`config.mk`:
```
export PLATFORM = sky130hd
export DESIGN_NAME = sbrg_baud_tick_generator
export DESIGN_NICKNAME = d
export VERILOG_FILES = /design/src/design/sbrg_pkg.sv /design/src/design/sbrg_prescaler.sv /design/src/design/sbrg_baud_tick_generator.sv
export SDC_FILE = /design/constraint.sdc
export NUM_CORES = 1
export LEC_CHECK = 0
export ABC_CLOCK_PERIOD_IN_PS = 2950
export BUFFER_PORTS_ARGS = -buffer_cell sky130_fd_sc_hd__buf_2
export CORE_UTILIZATION = 45
export DETAILED_ROUTE_END_ITERATION = 8
export PLACE_DENSITY = 0.73
export SLEW_MARGIN = 5
export SYNTH_ARGS = -nofsm -noshare
export SYNTH_HDL_FRONTEND = slang
export SYNTH_SLANG_ARGS = --single-unit
```
`constraint.sdc`:
```
create_clock -name i_sys_clk -period 2.95 [get_ports i_sys_clk]
set_input_delay 0.59 -clock i_sys_clk [delete_from_list [all_inputs] [get_ports i_sys_clk]]
set_output_delay 0.59 -clock i_sys_clk [all_outputs]
set_load 0.02 [all_outputs]
```
`src/design/sbrg_pkg.sv`:
```
/*
  Package for the serial baud tick generator: widths, reset values and
  period multiplier codes.
  Assumes a single system clock domain; nothing here holds state.
*/
package sbrg_pkg;
  localparam int unsigned DIV_W = 16;
  localparam int unsigned LOW_W = 8;
  localparam int unsigned PRE_W = 6;
  localparam logic [15:0] DIVISOR_RST = 16'h0000;
  localparam logic [15:0] COUNT_RST = 16'h0000;
  localparam logic [5:0] PRESCALE_RST = 6'h00;
  // Prescale terminal counts (period minus one) in system clocks
  localparam logic [5:0] PRE_DIV64 = 6'h3f;
  localparam logic [5:0] PRE_DIV16 = 6'h0f;
  localparam logic [5:0] PRE_DIV4 = 6'h03;
  localparam logic [5:0] PRE_DIV1 = 6'h00;

  // Period multiplier selection
  typedef enum logic [1:0] {
    SBRG_MUL64,
    SBRG_MUL16,
    SBRG_MUL4
  } sbrg_mul_e;
endpackage : sbrg_pkg

```
`src/design/sbrg_prescaler.sv`:
```
/*
  Prescaler for the baud tick generator: divides the system clock by the
  selected multiplier and pulses a strobe once per prescaled period.
  Assumes i_sys_clk and asynchronous active-low i_rstn.
*/
module sbrg_prescaler (
  input wire logic i_sys_clk, // System clock
  input wire logic i_rstn, // Async reset, active low
  input wire logic i_clear, // Restart prescale count
  input wire logic [5:0] i_last, // Terminal count
  output logic o_strobe // One prescaled period elapsed
);
  typedef struct packed {
    logic [5:0] cnt;
    logic strobe;
  } sbrg_pre_s;

  sbrg_pre_s st_r;
  sbrg_pre_s st_nxt;

  // Count to terminal, wrap, strobe
  always_comb begin
    st_nxt = st_r;
    st_nxt.strobe = 1'b0;
    if (i_clear) begin
      st_nxt.cnt = sbrg_pkg::PRESCALE_RST;
    end else if (st_r.cnt >= i_last) begin
      st_nxt.cnt = sbrg_pkg::PRESCALE_RST;
      st_nxt.strobe = 1'b1;
    end else begin
      st_nxt.cnt = st_r.cnt + 6'h01;
    end
  end

  // State register
  always_ff @(posedge i_sys_clk or negedge i_rstn) begin
    if (!i_rstn) begin
      st_r <= '0;
    end else begin
      st_r <= st_nxt;
    end
  end

  assign o_strobe = st_r.strobe;
endmodule : sbrg_prescaler

```
`src/design/sbrg_baud_tick_generator.sv`:
```
/*
  Free-running baud tick generator for the serial port transmit and
  receive shift logic. Emits a one-cycle tick every bit period.
  Assumes one system clock, asynchronous active-low reset, and that
  control inputs and divisor write strobes are synchronous to the clock.
*/
//
// Contract
// - Counter is 8-bit after reset; 16-bit only while wide select is set.
// - Timer runs continuously; period comes from divisor low byte, or high:low bytes while wide select is set.
// - Asynchronous mode: multiplier chosen by high-speed and wide selects together.
// - Synchronous mode: high-speed select has no effect on the period.
// - Any divisor byte write clears the timer at once.
// - Async 8-bit low-speed rate is clock over 64 times divisor plus one.
module sbrg_baud_tick_generator (
  input wire logic i_sys_clk, // System clock, 40 MHz
  input wire logic i_rstn, // Async reset, active low
  input wire logic i_wide_counter_select, // 16-bit counter when high
  input wire logic i_high_speed_select, // High-speed multiplier
  input wire logic i_sync_mode, // Synchronous operation
  input wire logic i_divisor_low_we, // Write strobe, low byte
  input wire logic i_divisor_high_we, // Write strobe, high byte
  input wire logic [7:0] i_divisor_wdata, // Divisor write data
  output logic [7:0] o_divisor_low_byte, // Low byte readback
  output logic [7:0] o_divisor_high_byte, // High byte readback
  output logic [15:0] o_count, // Current timer count
  output logic o_baud_tick // One-cycle tick per bit period
);
  typedef struct packed {
    logic [7:0] div_lo;
    logic [7:0] div_hi;
    logic [15:0] count;
    logic tick;
  } sbrg_state_s;

  sbrg_state_s st_r;
  sbrg_state_s st_nxt;
  logic pre_strobe;
  logic div_write;
  logic [5:0] pre_last;
  logic [15:0] reload;

  // Map a multiplier code onto a prescale terminal count
  function automatic logic [5:0] sbrg_mul_last(input sbrg_pkg::sbrg_mul_e mul);
    case (mul)
      sbrg_pkg::SBRG_MUL64: sbrg_mul_last = sbrg_pkg::PRE_DIV64;
      sbrg_pkg::SBRG_MUL16: sbrg_mul_last = sbrg_pkg::PRE_DIV16;
      default: sbrg_mul_last = sbrg_pkg::PRE_DIV4;
    endcase
  endfunction : sbrg_mul_last

  // Multiplier selection per mode and width
  always_comb begin
    if (i_sync_mode) begin
      pre_last = sbrg_mul_last(sbrg_pkg::SBRG_MUL4);
    end else if (i_high_speed_select && i_wide_counter_select) begin
      pre_last = sbrg_mul_last(sbrg_pkg::SBRG_MUL4);
    end else if (i_high_speed_select || i_wide_counter_select) begin
      pre_last = sbrg_mul_last(sbrg_pkg::SBRG_MUL16);
    end else begin
      pre_last = sbrg_mul_last(sbrg_pkg::SBRG_MUL64);
    end
  end

  // Either divisor byte written
  assign div_write = i_divisor_low_we | i_divisor_high_we;

  // Reload value per counter width
  assign reload = i_wide_counter_select ? {st_r.div_hi, st_r.div_lo}
                                        : {8'h00, st_r.div_lo};

  sbrg_prescaler u_prescaler (
    .i_sys_clk(i_sys_clk),
    .i_rstn(i_rstn),
    .i_clear(div_write),
    .i_last(pre_last),
    .o_strobe(pre_strobe)
  );

  // Divisor storage and up counter
  always_comb begin
    st_nxt = st_r;
    st_nxt.tick = 1'b0;
    if (i_divisor_low_we) begin
      st_nxt.div_lo = i_divisor_wdata;
    end
    if (i_divisor_high_we) begin
      st_nxt.div_hi = i_divisor_wdata;
    end
    if (div_write) begin
      st_nxt.count = sbrg_pkg::COUNT_RST;
    end else if (pre_strobe) begin
      if (st_r.count >= reload) begin
        st_nxt.count = sbrg_pkg::COUNT_RST;
        st_nxt.tick = 1'b1;
      end else begin
        st_nxt.count = st_r.count + 16'h0001;
      end
    end
  end

  // State register
  always_ff @(posedge i_sys_clk or negedge i_rstn) begin
    if (!i_rstn) begin
      st_r.div_lo <= sbrg_pkg::DIVISOR_RST[7:0];
      st_r.div_hi <= sbrg_pkg::DIVISOR_RST[15:8];
      st_r.count <= sbrg_pkg::COUNT_RST;
      st_r.tick <= 1'b0;
    end else begin
      st_r <= st_nxt;
    end
  end

  // Outputs straight from flip-flops
  assign o_divisor_low_byte = st_r.div_lo;
  assign o_divisor_high_byte = st_r.div_hi;
  assign o_count = st_r.count;
  assign o_baud_tick = st_r.tick;
endmodule : sbrg_baud_tick_generator

```
==> impl_metrics.xml, run 1 <==
<?xml version="1.0" encoding="UTF-8"?>
<metrics>
  <group name="status">
    <metric name="run_status" unit="">complete, no violations</metric>
  </group>
  <group name="drt">
    <metric name="detailedRoute.firstIterationViolations" unit="">116</metric>
    <metric name="drc_errors" unit="">0</metric>
    <metric name="drt_first_pass_iters" unit="">4</metric>
    <metric name="wl_per_cell" unit="um">14.1</metric>
    <metric name="totalWireLength" unit="um">5060</metric>
    <metric name="vias" unit="">1886</metric>
    <metric name="via_per_instance_ratio" unit="">5.27</metric>
    <metric name="final_antenna_net_count" unit="">0</metric>
  </group>
  <group name="logic_synthesis">
    <metric name="postSynthCellCount" unit="">242</metric>
    <metric name="yosysTopAreaCell" unit="">dfrtp_1</metric>
    <metric name="synth_flop_cell" unit="">dfrtp_1</metric>
    <metric name="post-synth-top-area-fraction" unit="">0.443</metric>
    <metric name="number_of_synthesis_warnings" unit="">0</metric>
    <metric name="syn_nets" unit="">279</metric>
    <metric name="syn_area_per_cell" unit="um2">9.33</metric>
    <metric name="synth.area.top_cells" unit="">dfrtp_1 (44%), ha_1 (12%), nand2_1 (6.3%), nand3_1 (5.5%), mux2_2 (4.5%)</metric>
    <metric name="async_reset_ff_frac" unit="">1.00</metric>
    <metric name="synth_edf_count" unit="">0</metric>
    <metric name="yosysUniqueCellTypes" unit="">32</metric>
    <metric name="ff_latch_count_synth" unit="">40</metric>
    <metric name="portion_of_the_post_synthesis_area_used_by_sequential_elements" unit="">0.443</metric>
    <metric name="synthesis.area" unit="um2">2260</metric>
  </group>
  <group name="grt">
    <metric name="groute.usage.overall" unit="">0.212</metric>
    <metric name="grt_antenna_before_repair" unit="">0</metric>
    <metric name="grt_first_pass_wirelength" unit="um">8410</metric>
    <metric name="largest_net_degree_at_the_start_of_global_routing" unit="">41</metric>
    <metric name="global_route.overflow_total" unit="">0</metric>
    <metric name="grt_pass1_vias" unit="">1721</metric>
  </group>
  <group name="placement">
    <metric name="place_congestion" unit="">0.801</metric>
    <metric name="buffer_ports.inserted" unit="">47</metric>
    <metric name="detailed_placer_s_ending_hpwl" unit="um">3660</metric>
    <metric name="placement.cell_area" unit="um2">2560</metric>
  </group>
  <group name="critical_path">
    <metric name="cpMaxStageDelayCell" unit="">a2111oi_0</metric>
    <metric name="slowest_delay" unit="ps">490</metric>
    <metric name="timing.critical_path.to" unit="">o_count[12]</metric>
    <metric name="worst-endpoint-required" unit="ps">3170</metric>
    <metric name="timing_worst_setup_path_type" unit="">reg -&gt; reg</metric>
    <metric name="regToRegSetupSlack" unit="ps">500</metric>
    <metric name="arrival_time_reported_for_the_critical_path_endpoint" unit="ps">2670</metric>
    <metric name="path_cells" unit="">inv_1, ha_1, nand2b_1, a2111oi_0, o41ai_1, a211oi_2, buf_12, nand4_1, mux2i_1</metric>
    <metric name="end_kind" unit="">flip-flop</metric>
    <metric name="critical_path_buf_inv_count" unit="">2</metric>
    <metric name="worstSetupPathDepth" unit="">9</metric>
    <metric name="cp-startpoint" unit="">o_count[0]</metric>
    <metric name="worstRegToRegCells" unit="">9</metric>
    <metric name="regToRegEndpoint" unit="">o_count[12]</metric>
    <metric name="worst_r2r_startpoint" unit="">o_count[0]</metric>
    <metric name="timing.critical_path.max_delay_family" unit="">compound AO/OA/AOI/OAI gates</metric>
    <metric name="setup.worst_path.start_class" unit="">flip-flop</metric>
    <metric name="worst-path-max-fanout" unit="">30</metric>
  </group>
  <group name="floorplan">
    <metric name="boundaryPins" unit="">48</metric>
    <metric name="core.rowCount" unit="">25</metric>
    <metric name="die_w" unit="um">72.8</metric>
    <metric name="die_area" unit="um2">5310</metric>
    <metric name="fp.coreArea" unit="um2">4790</metric>
    <metric name="starting_utilization_of_the_core_area" unit="">0.472</metric>
    <metric name="die_h" unit="um">72.8</metric>
  </group>
  <group name="power">
    <metric name="vdd.ir_drop.worst" unit="uV">271</metric>
    <metric name="power-per-cell-area" unit="nW/um2">444</metric>
    <metric name="static-leakage-power" unit="nW">1.36</metric>
  </group>
  <group name="clocking">
    <metric name="clk_pin_slew" unit="ps">80</metric>
    <metric name="hold_buffers" unit="">0</metric>
    <metric name="clk_buf_depth" unit="">2</metric>
    <metric name="clock-root-buffer" unit="">clkbuf_8</metric>
    <metric name="cts-resized-gates" unit="">0</metric>
    <metric name="numCtsBuffers" unit="">5</metric>
    <metric name="cts.sink_count" unit="">40</metric>
    <metric name="ctsHtreeMaxLevel" unit="">2</metric>
    <metric name="clock_insertion_delay_worst_skew" unit="ps">300</metric>
    <metric name="cts_tree" unit="">yes</metric>
    <metric name="cts_post_setup_buffers_inserted" unit="">0</metric>
  </group>
  <group name="sta">
    <metric name="final-setup-viol-count" unit="">0</metric>
    <metric name="maxSlewHeadroom" unit="">0.411</metric>
    <metric name="drv_slew" unit="">0</metric>
    <metric name="fin_skew" unit="ps">3.51</metric>
    <metric name="finalHoldViolations" unit="">0</metric>
    <metric name="worst_pin_slew" unit="ps">883</metric>
    <metric name="fmax" unit="GHz">0.408</metric>
    <metric name="setup_repair_after_global_routing_missed_its_margin" unit="">no</metric>
    <metric name="fin_crit" unit="ps">2450</metric>
    <metric name="finalCritPeriodShare" unit="">0.831</metric>
    <metric name="sum_of_negative_setup_slack" unit="ps">0</metric>
  </group>
  <group name="layout">
    <metric name="antenna_cells_inserted" unit="">0</metric>
    <metric name="design.final.nets" unit="">327</metric>
    <metric name="syn_to_final_growth" unit="%">18.1</metric>
    <metric name="fill_cells" unit="">434</metric>
    <metric name="mostFrequentLayoutCell" unit="">buf_2</metric>
    <metric name="layout_common_cells" unit="">buf_2 (47), dfrtp_1 (40), nand2_1 (38)</metric>
    <metric name="layout.cell_area.non_filler" unit="um2">2670</metric>
    <metric name="drive_gt1_frac" unit="">0.241</metric>
  </group>
  <group name="job">
    <metric name="cap_violations" unit="">0</metric>
  </group>
  <group name="worst_hold_path">
    <metric name="holdCritPathClass" unit="">in -&gt; async</metric>
  </group>
</metrics>
area by class of cell:
type                       instances  area (um2)  share of cell area
multi-input combinational        181        1160               0.435
sequential                        40        1000               0.375
inverter                          13        48.8              0.0183
clock buffer                       5        68.8              0.0258
timing repair buffer              49         263              0.0985
clock inverter                     3        42.5              0.0159
tap                               67        83.8              0.0314
synth_stat cells, types with 3 or more instances:
library cell  number
dfrtp_1           40
nand2_1           38
nand3_1           25
ha_1              22
nor2_1            17
a21oi_1           16
inv_1             13
mux2_2             9
o21ai_0            9
and3_1             7
clkbuf_1           5
nor3_1             5
a21o_1             4
nand4_1            3
o21ai_1            3
cells by family (layout without fill, tap and decap cells):
family | after synthesis | count (layout) | share of synthesized area
DFF | 40 | 40 | 0.443
buffers and inverters | 21 | 70 | 0.0432
adders and majority gates | 22 | 22 | 0.122
and+or+nand+nor | 102 | 102 | 0.209
muxes | 11 | 11 | 0.0537
AOI/OAI and AO/OA | 42 | 42 | 0.114
xor gates and xnor gates | 4 | 4 | 0.0155
worst reg2reg max path, delay by kind of cell, from the launching register on:
family | cells | cell delay [ps]
buffers and inverters | 2 | 310
adders and majority gates | 1 | 270
AOI/OAI and AO/OA | 3 | 1010
DFF | 1 | 410
muxes | 1 | 140
and+or+nand+nor | 2 | 240
per-stage QoR:
| step | util | hold slack, ps | setup WS (ps) | cells | power (mW) |
|---|---|---|---|---|---|
| after floorplan | - | 294 | 222 | 242 | 0.684 |
| after global placement | 0.534 | 449 | 273 | 350 | 0.744 |
| final | 0.557 | 412 | 498 | 358 | 1.18 |
| after global routing | 0.557 | 477 | 354 | 358 | 1.24 |
| after detailed placement | 0.534 | 485 | 211 | 350 | 0.749 |
| after CTS | 0.557 | 435 | 509 | 358 | 1.20 |
where the power goes:
part           switching (mW)  internal, mW
Clock                   0.197         0.250
Sequential             0.0172         0.570
Combinational          0.0951        0.0543
flip-flops by register name (all words and copies together) (netlist names):
name and count:
o_baud_tick 1, o_count 16, o_divisor_high_byte 8, o_divisor_low_byte 8, u_prescaler.o_strobe 1, u_prescaler.st_r 6
routing by layer:
metal  GRT usage  vias to the layer above  wire, um
met3      0.0456                        6       188
met5           0                        -         0
met4      0.0784                        0        79
li1            -                      941         -
met2       0.324                       43      2280
met1       0.296                      896      2510
worst min path at each step:
stage                   startpoint             endpoint  slack (ps)
6_report                    i_rstn  u_prescaler.st_r[4]         410
5_1_grt                     i_rstn  u_prescaler.st_r[4]         480
4_1_cts                     i_rstn          o_count[10]         440
3_5_place_dp   u_prescaler.st_r[1]  u_prescaler.st_r[1]         480
3_3_place_gp   u_prescaler.st_r[1]  u_prescaler.st_r[1]         450
2_1_floorplan               i_rstn          o_baud_tick         290
(Power assumes the default switching activity.)
==> inputs of run 2 (changes only) <==
--- a/config.mk
+++ b/config.mk
@@ -5,11 +5,11 @@
 export SDC_FILE = /design/constraint.sdc
 export NUM_CORES = 1
 export LEC_CHECK = 0
-export ABC_CLOCK_PERIOD_IN_PS = 2950
+export ABC_CLOCK_PERIOD_IN_PS = 2100
 export BUFFER_PORTS_ARGS = -buffer_cell sky130_fd_sc_hd__buf_2
 export CORE_UTILIZATION = 45
 export DETAILED_ROUTE_END_ITERATION = 8
-export PLACE_DENSITY = 0.73
+export PLACE_DENSITY = 0.75
 export SLEW_MARGIN = 5
 export SYNTH_ARGS = -nofsm -noshare
 export SYNTH_HDL_FRONTEND = slang
==> constraint.sdc (replaced) <==
create_clock -name i_sys_clk -period 2.1 [get_ports i_sys_clk]
set_input_delay 0.42 -clock i_sys_clk [delete_from_list [all_inputs] [get_ports i_sys_clk]]
set_output_delay 0.42 -clock i_sys_clk [all_outputs]
set_load 0.02 [all_outputs]
==> impl_metrics.xml, run 2 (same netlist as run 1, synthesis figures left out) <==
<?xml version="1.0" encoding="UTF-8"?>
<metrics>
  <group name="status">
    <metric name="run_status" unit="">finished, violations left</metric>
    <metric name="failing_checks" unit="">setup timing</metric>
  </group>
  <group name="clocking">
    <metric name="hold_buffers" unit="">0</metric>
    <metric name="cts_tree" unit="">yes</metric>
    <metric name="numCtsBuffers" unit="">5</metric>
    <metric name="clock_insertion_delay_worst_skew" unit="ps">300</metric>
    <metric name="clock-root-buffer" unit="">clkbuf_8</metric>
    <metric name="cts.sink_count" unit="">40</metric>
    <metric name="ctsHtreeMaxLevel" unit="">2</metric>
    <metric name="clk_buf_depth" unit="">2</metric>
    <metric name="clk_pin_slew" unit="ps">80</metric>
  </group>
  <group name="layout">
    <metric name="largest_reg_flops" unit="">16</metric>
    <metric name="finish.utilization" unit="">0.679</metric>
    <metric name="layout.cell_area.non_filler" unit="um2">3250</metric>
    <metric name="multiInputGateArea" unit="um2">1370</metric>
    <metric name="syn_to_final_growth" unit="%">43.9</metric>
    <metric name="antenna_cells_inserted" unit="">0</metric>
    <metric name="fill_cells" unit="">365</metric>
    <metric name="layout_common_cells" unit="">buf_2 (47), dfrtp_1 (39), buf_4 (34)</metric>
    <metric name="finish.cell_count_without_fillers" unit="">397</metric>
    <metric name="drive_gt1_frac" unit="">0.421</metric>
    <metric name="regArea" unit="um2">1000</metric>
    <metric name="design.final.nets" unit="">366</metric>
    <metric name="mostFrequentLayoutCell" unit="">buf_2</metric>
  </group>
  <group name="sta">
    <metric name="maxSlewHeadroom" unit="">0.687</metric>
    <metric name="fin_crit" unit="ps">2220</metric>
    <metric name="finalHoldViolations" unit="">0</metric>
    <metric name="final.hold.worst_slack" unit="ps">64.1</metric>
    <metric name="worst_pin_slew" unit="ps">469</metric>
    <metric name="setup_repair_after_global_routing_missed_its_margin" unit="">yes</metric>
    <metric name="finalCritPeriodShare" unit="">1.06</metric>
    <metric name="timing.final.ws_setup" unit="ps">-118</metric>
    <metric name="fin_skew" unit="ps">5.07</metric>
    <metric name="fmax" unit="GHz">0.451</metric>
    <metric name="final-setup-viol-count" unit="">16</metric>
    <metric name="drv_slew" unit="">0</metric>
  </group>
  <group name="critical_path">
    <metric name="setup.worst_path.start_class" unit="">flip-flop</metric>
    <metric name="regToRegEndpoint" unit="">o_count[6]</metric>
    <metric name="arrival_time_reported_for_the_critical_path_endpoint" unit="ps">2450</metric>
    <metric name="cp-startpoint" unit="">o_divisor_high_byte[5]</metric>
    <metric name="worst-endpoint-required" unit="ps">2330</metric>
    <metric name="worst_r2r_startpoint" unit="">o_divisor_high_byte[5]</metric>
    <metric name="end_kind" unit="">flip-flop</metric>
    <metric name="timing_worst_setup_path_type" unit="">reg -&gt; reg</metric>
    <metric name="worst-path-max-fanout" unit="">7</metric>
    <metric name="worstRegToRegCells" unit="">10</metric>
    <metric name="regToRegSetupSlack" unit="ps">-120</metric>
  </group>
  <group name="floorplan">
    <metric name="core.rowCount" unit="">25</metric>
    <metric name="starting_utilization_of_the_core_area" unit="">0.472</metric>
    <metric name="fp.coreArea" unit="um2">4790</metric>
    <metric name="die_w" unit="um">72.8</metric>
    <metric name="die_area" unit="um2">5310</metric>
    <metric name="die_h" unit="um">72.8</metric>
    <metric name="boundaryPins" unit="">48</metric>
  </group>
  <group name="grt">
    <metric name="groute.usage.overall" unit="">0.244</metric>
    <metric name="grt_antenna_before_repair" unit="">0</metric>
    <metric name="grt_first_pass_wirelength" unit="um">9610</metric>
    <metric name="grt_pass1_vias" unit="">2052</metric>
    <metric name="largest_net_degree_at_the_start_of_global_routing" unit="">23</metric>
    <metric name="global_route.overflow_total" unit="">0</metric>
  </group>
  <group name="drt">
    <metric name="via_per_instance_ratio" unit="">5.42</metric>
    <metric name="vias" unit="">2150</metric>
    <metric name="wl_per_cell" unit="um">15.7</metric>
    <metric name="totalWireLength" unit="um">6230</metric>
    <metric name="drt_first_pass_iters" unit="">4</metric>
    <metric name="drc_errors" unit="">0</metric>
    <metric name="final_antenna_net_count" unit="">0</metric>
    <metric name="detailedRoute.firstIterationViolations" unit="">144</metric>
  </group>
  <group name="power">
    <metric name="power-per-cell-area" unit="nW/um2">533</metric>
    <metric name="post-layout-total-power" unit="mW">1.73</metric>
    <metric name="vdd.ir_drop.worst" unit="uV">493</metric>
    <metric name="static-leakage-power" unit="nW">1.66</metric>
  </group>
  <group name="placement">
    <metric name="detailed_placer_s_ending_hpwl" unit="um">4120</metric>
    <metric name="buffer_ports.inserted" unit="">47</metric>
    <metric name="place_congestion" unit="">0.797</metric>
    <metric name="placement.cell_area" unit="um2">2870</metric>
    <metric name="post-place-cells" unit="">382</metric>
  </group>
  <group name="job">
    <metric name="cap_violations" unit="">0</metric>
  </group>
  <group name="worst_hold_path">
    <metric name="holdCritPathClass" unit="">in -&gt; async</metric>
  </group>
</metrics>
run 2: worst max path at each step:
stage	slack, ps	depth (start not counted)	endpoint
after CTS	-110	10	o_count[12]
after global placement	-300	10	o_count[2]
after detailed placement	-370	10	o_count[2]
final	-120	10	o_count[6]
after floorplan	-170	11	o_count[13]
after global routing	-230	10	o_count[2]
run 2: routing by layer:
| layer | wire [um] | vias up | track usage |
|---|---|---|---|
| li1 | - | 1024 | - |
| met1 | 2550 | 1034 | 0.306 |
| met2 | 3050 | 73 | 0.405 |
| met3 | 343 | 19 | 0.0359 |
| met4 | 286 | 0 | 0.133 |
| met5 | 0 | - | 0 |
run 2: through the flow:
stage	setup TNS [ps]	worst slack [ps]
floorplan	-1750	-166
global placement	-5230	-296
detailed placement	-6140	-372
CTS	-815	-111
global route	-2800	-230
finish	-1340	-118
run 2: layout make-up:
| type | instances | share of cell area |
|---|---|---|
| Multi-Input combinational cell | 181 | 0.422 |
| Clock buffer | 5 | 0.0212 |
| Sequential cell | 40 | 0.308 |
| Timing Repair Buffer | 88 | 0.195 |
| Tap cell | 67 | 0.0258 |
| Inverter | 13 | 0.0150 |
| Clock inverter | 3 | 0.0131 |
run 2: critical path: stages, from the launching register on:
cell       delay [ps]
dfrtp_1           420
nand2_4            70
ha_4              190
a211oi_2          160
nor2_1             60
or4_4             530
a211oi_4          220
buf_6             160
clkbuf_16         150
a21oi_2            50
o21ai_1           140
run 2: report_power, final:
| group | total [mW] | internal (mW) | switching (mW) | leakage (nW) |
|---|---|---|---|---|
| registers | 0.821 | 0.801 | 0.0206 | 0.523 |
| logic | 0.272 | 0.116 | 0.156 | 1.08 |
| clock network | 0.640 | 0.352 | 0.288 | 0.0541 |
run 2: what timing repair did:
action,in CTS,in global routing
resized for setup,16,15
pin swaps,17,6
buffers inserted,3,1
setup endpoints to repair,16,21
gates cloned,2,1
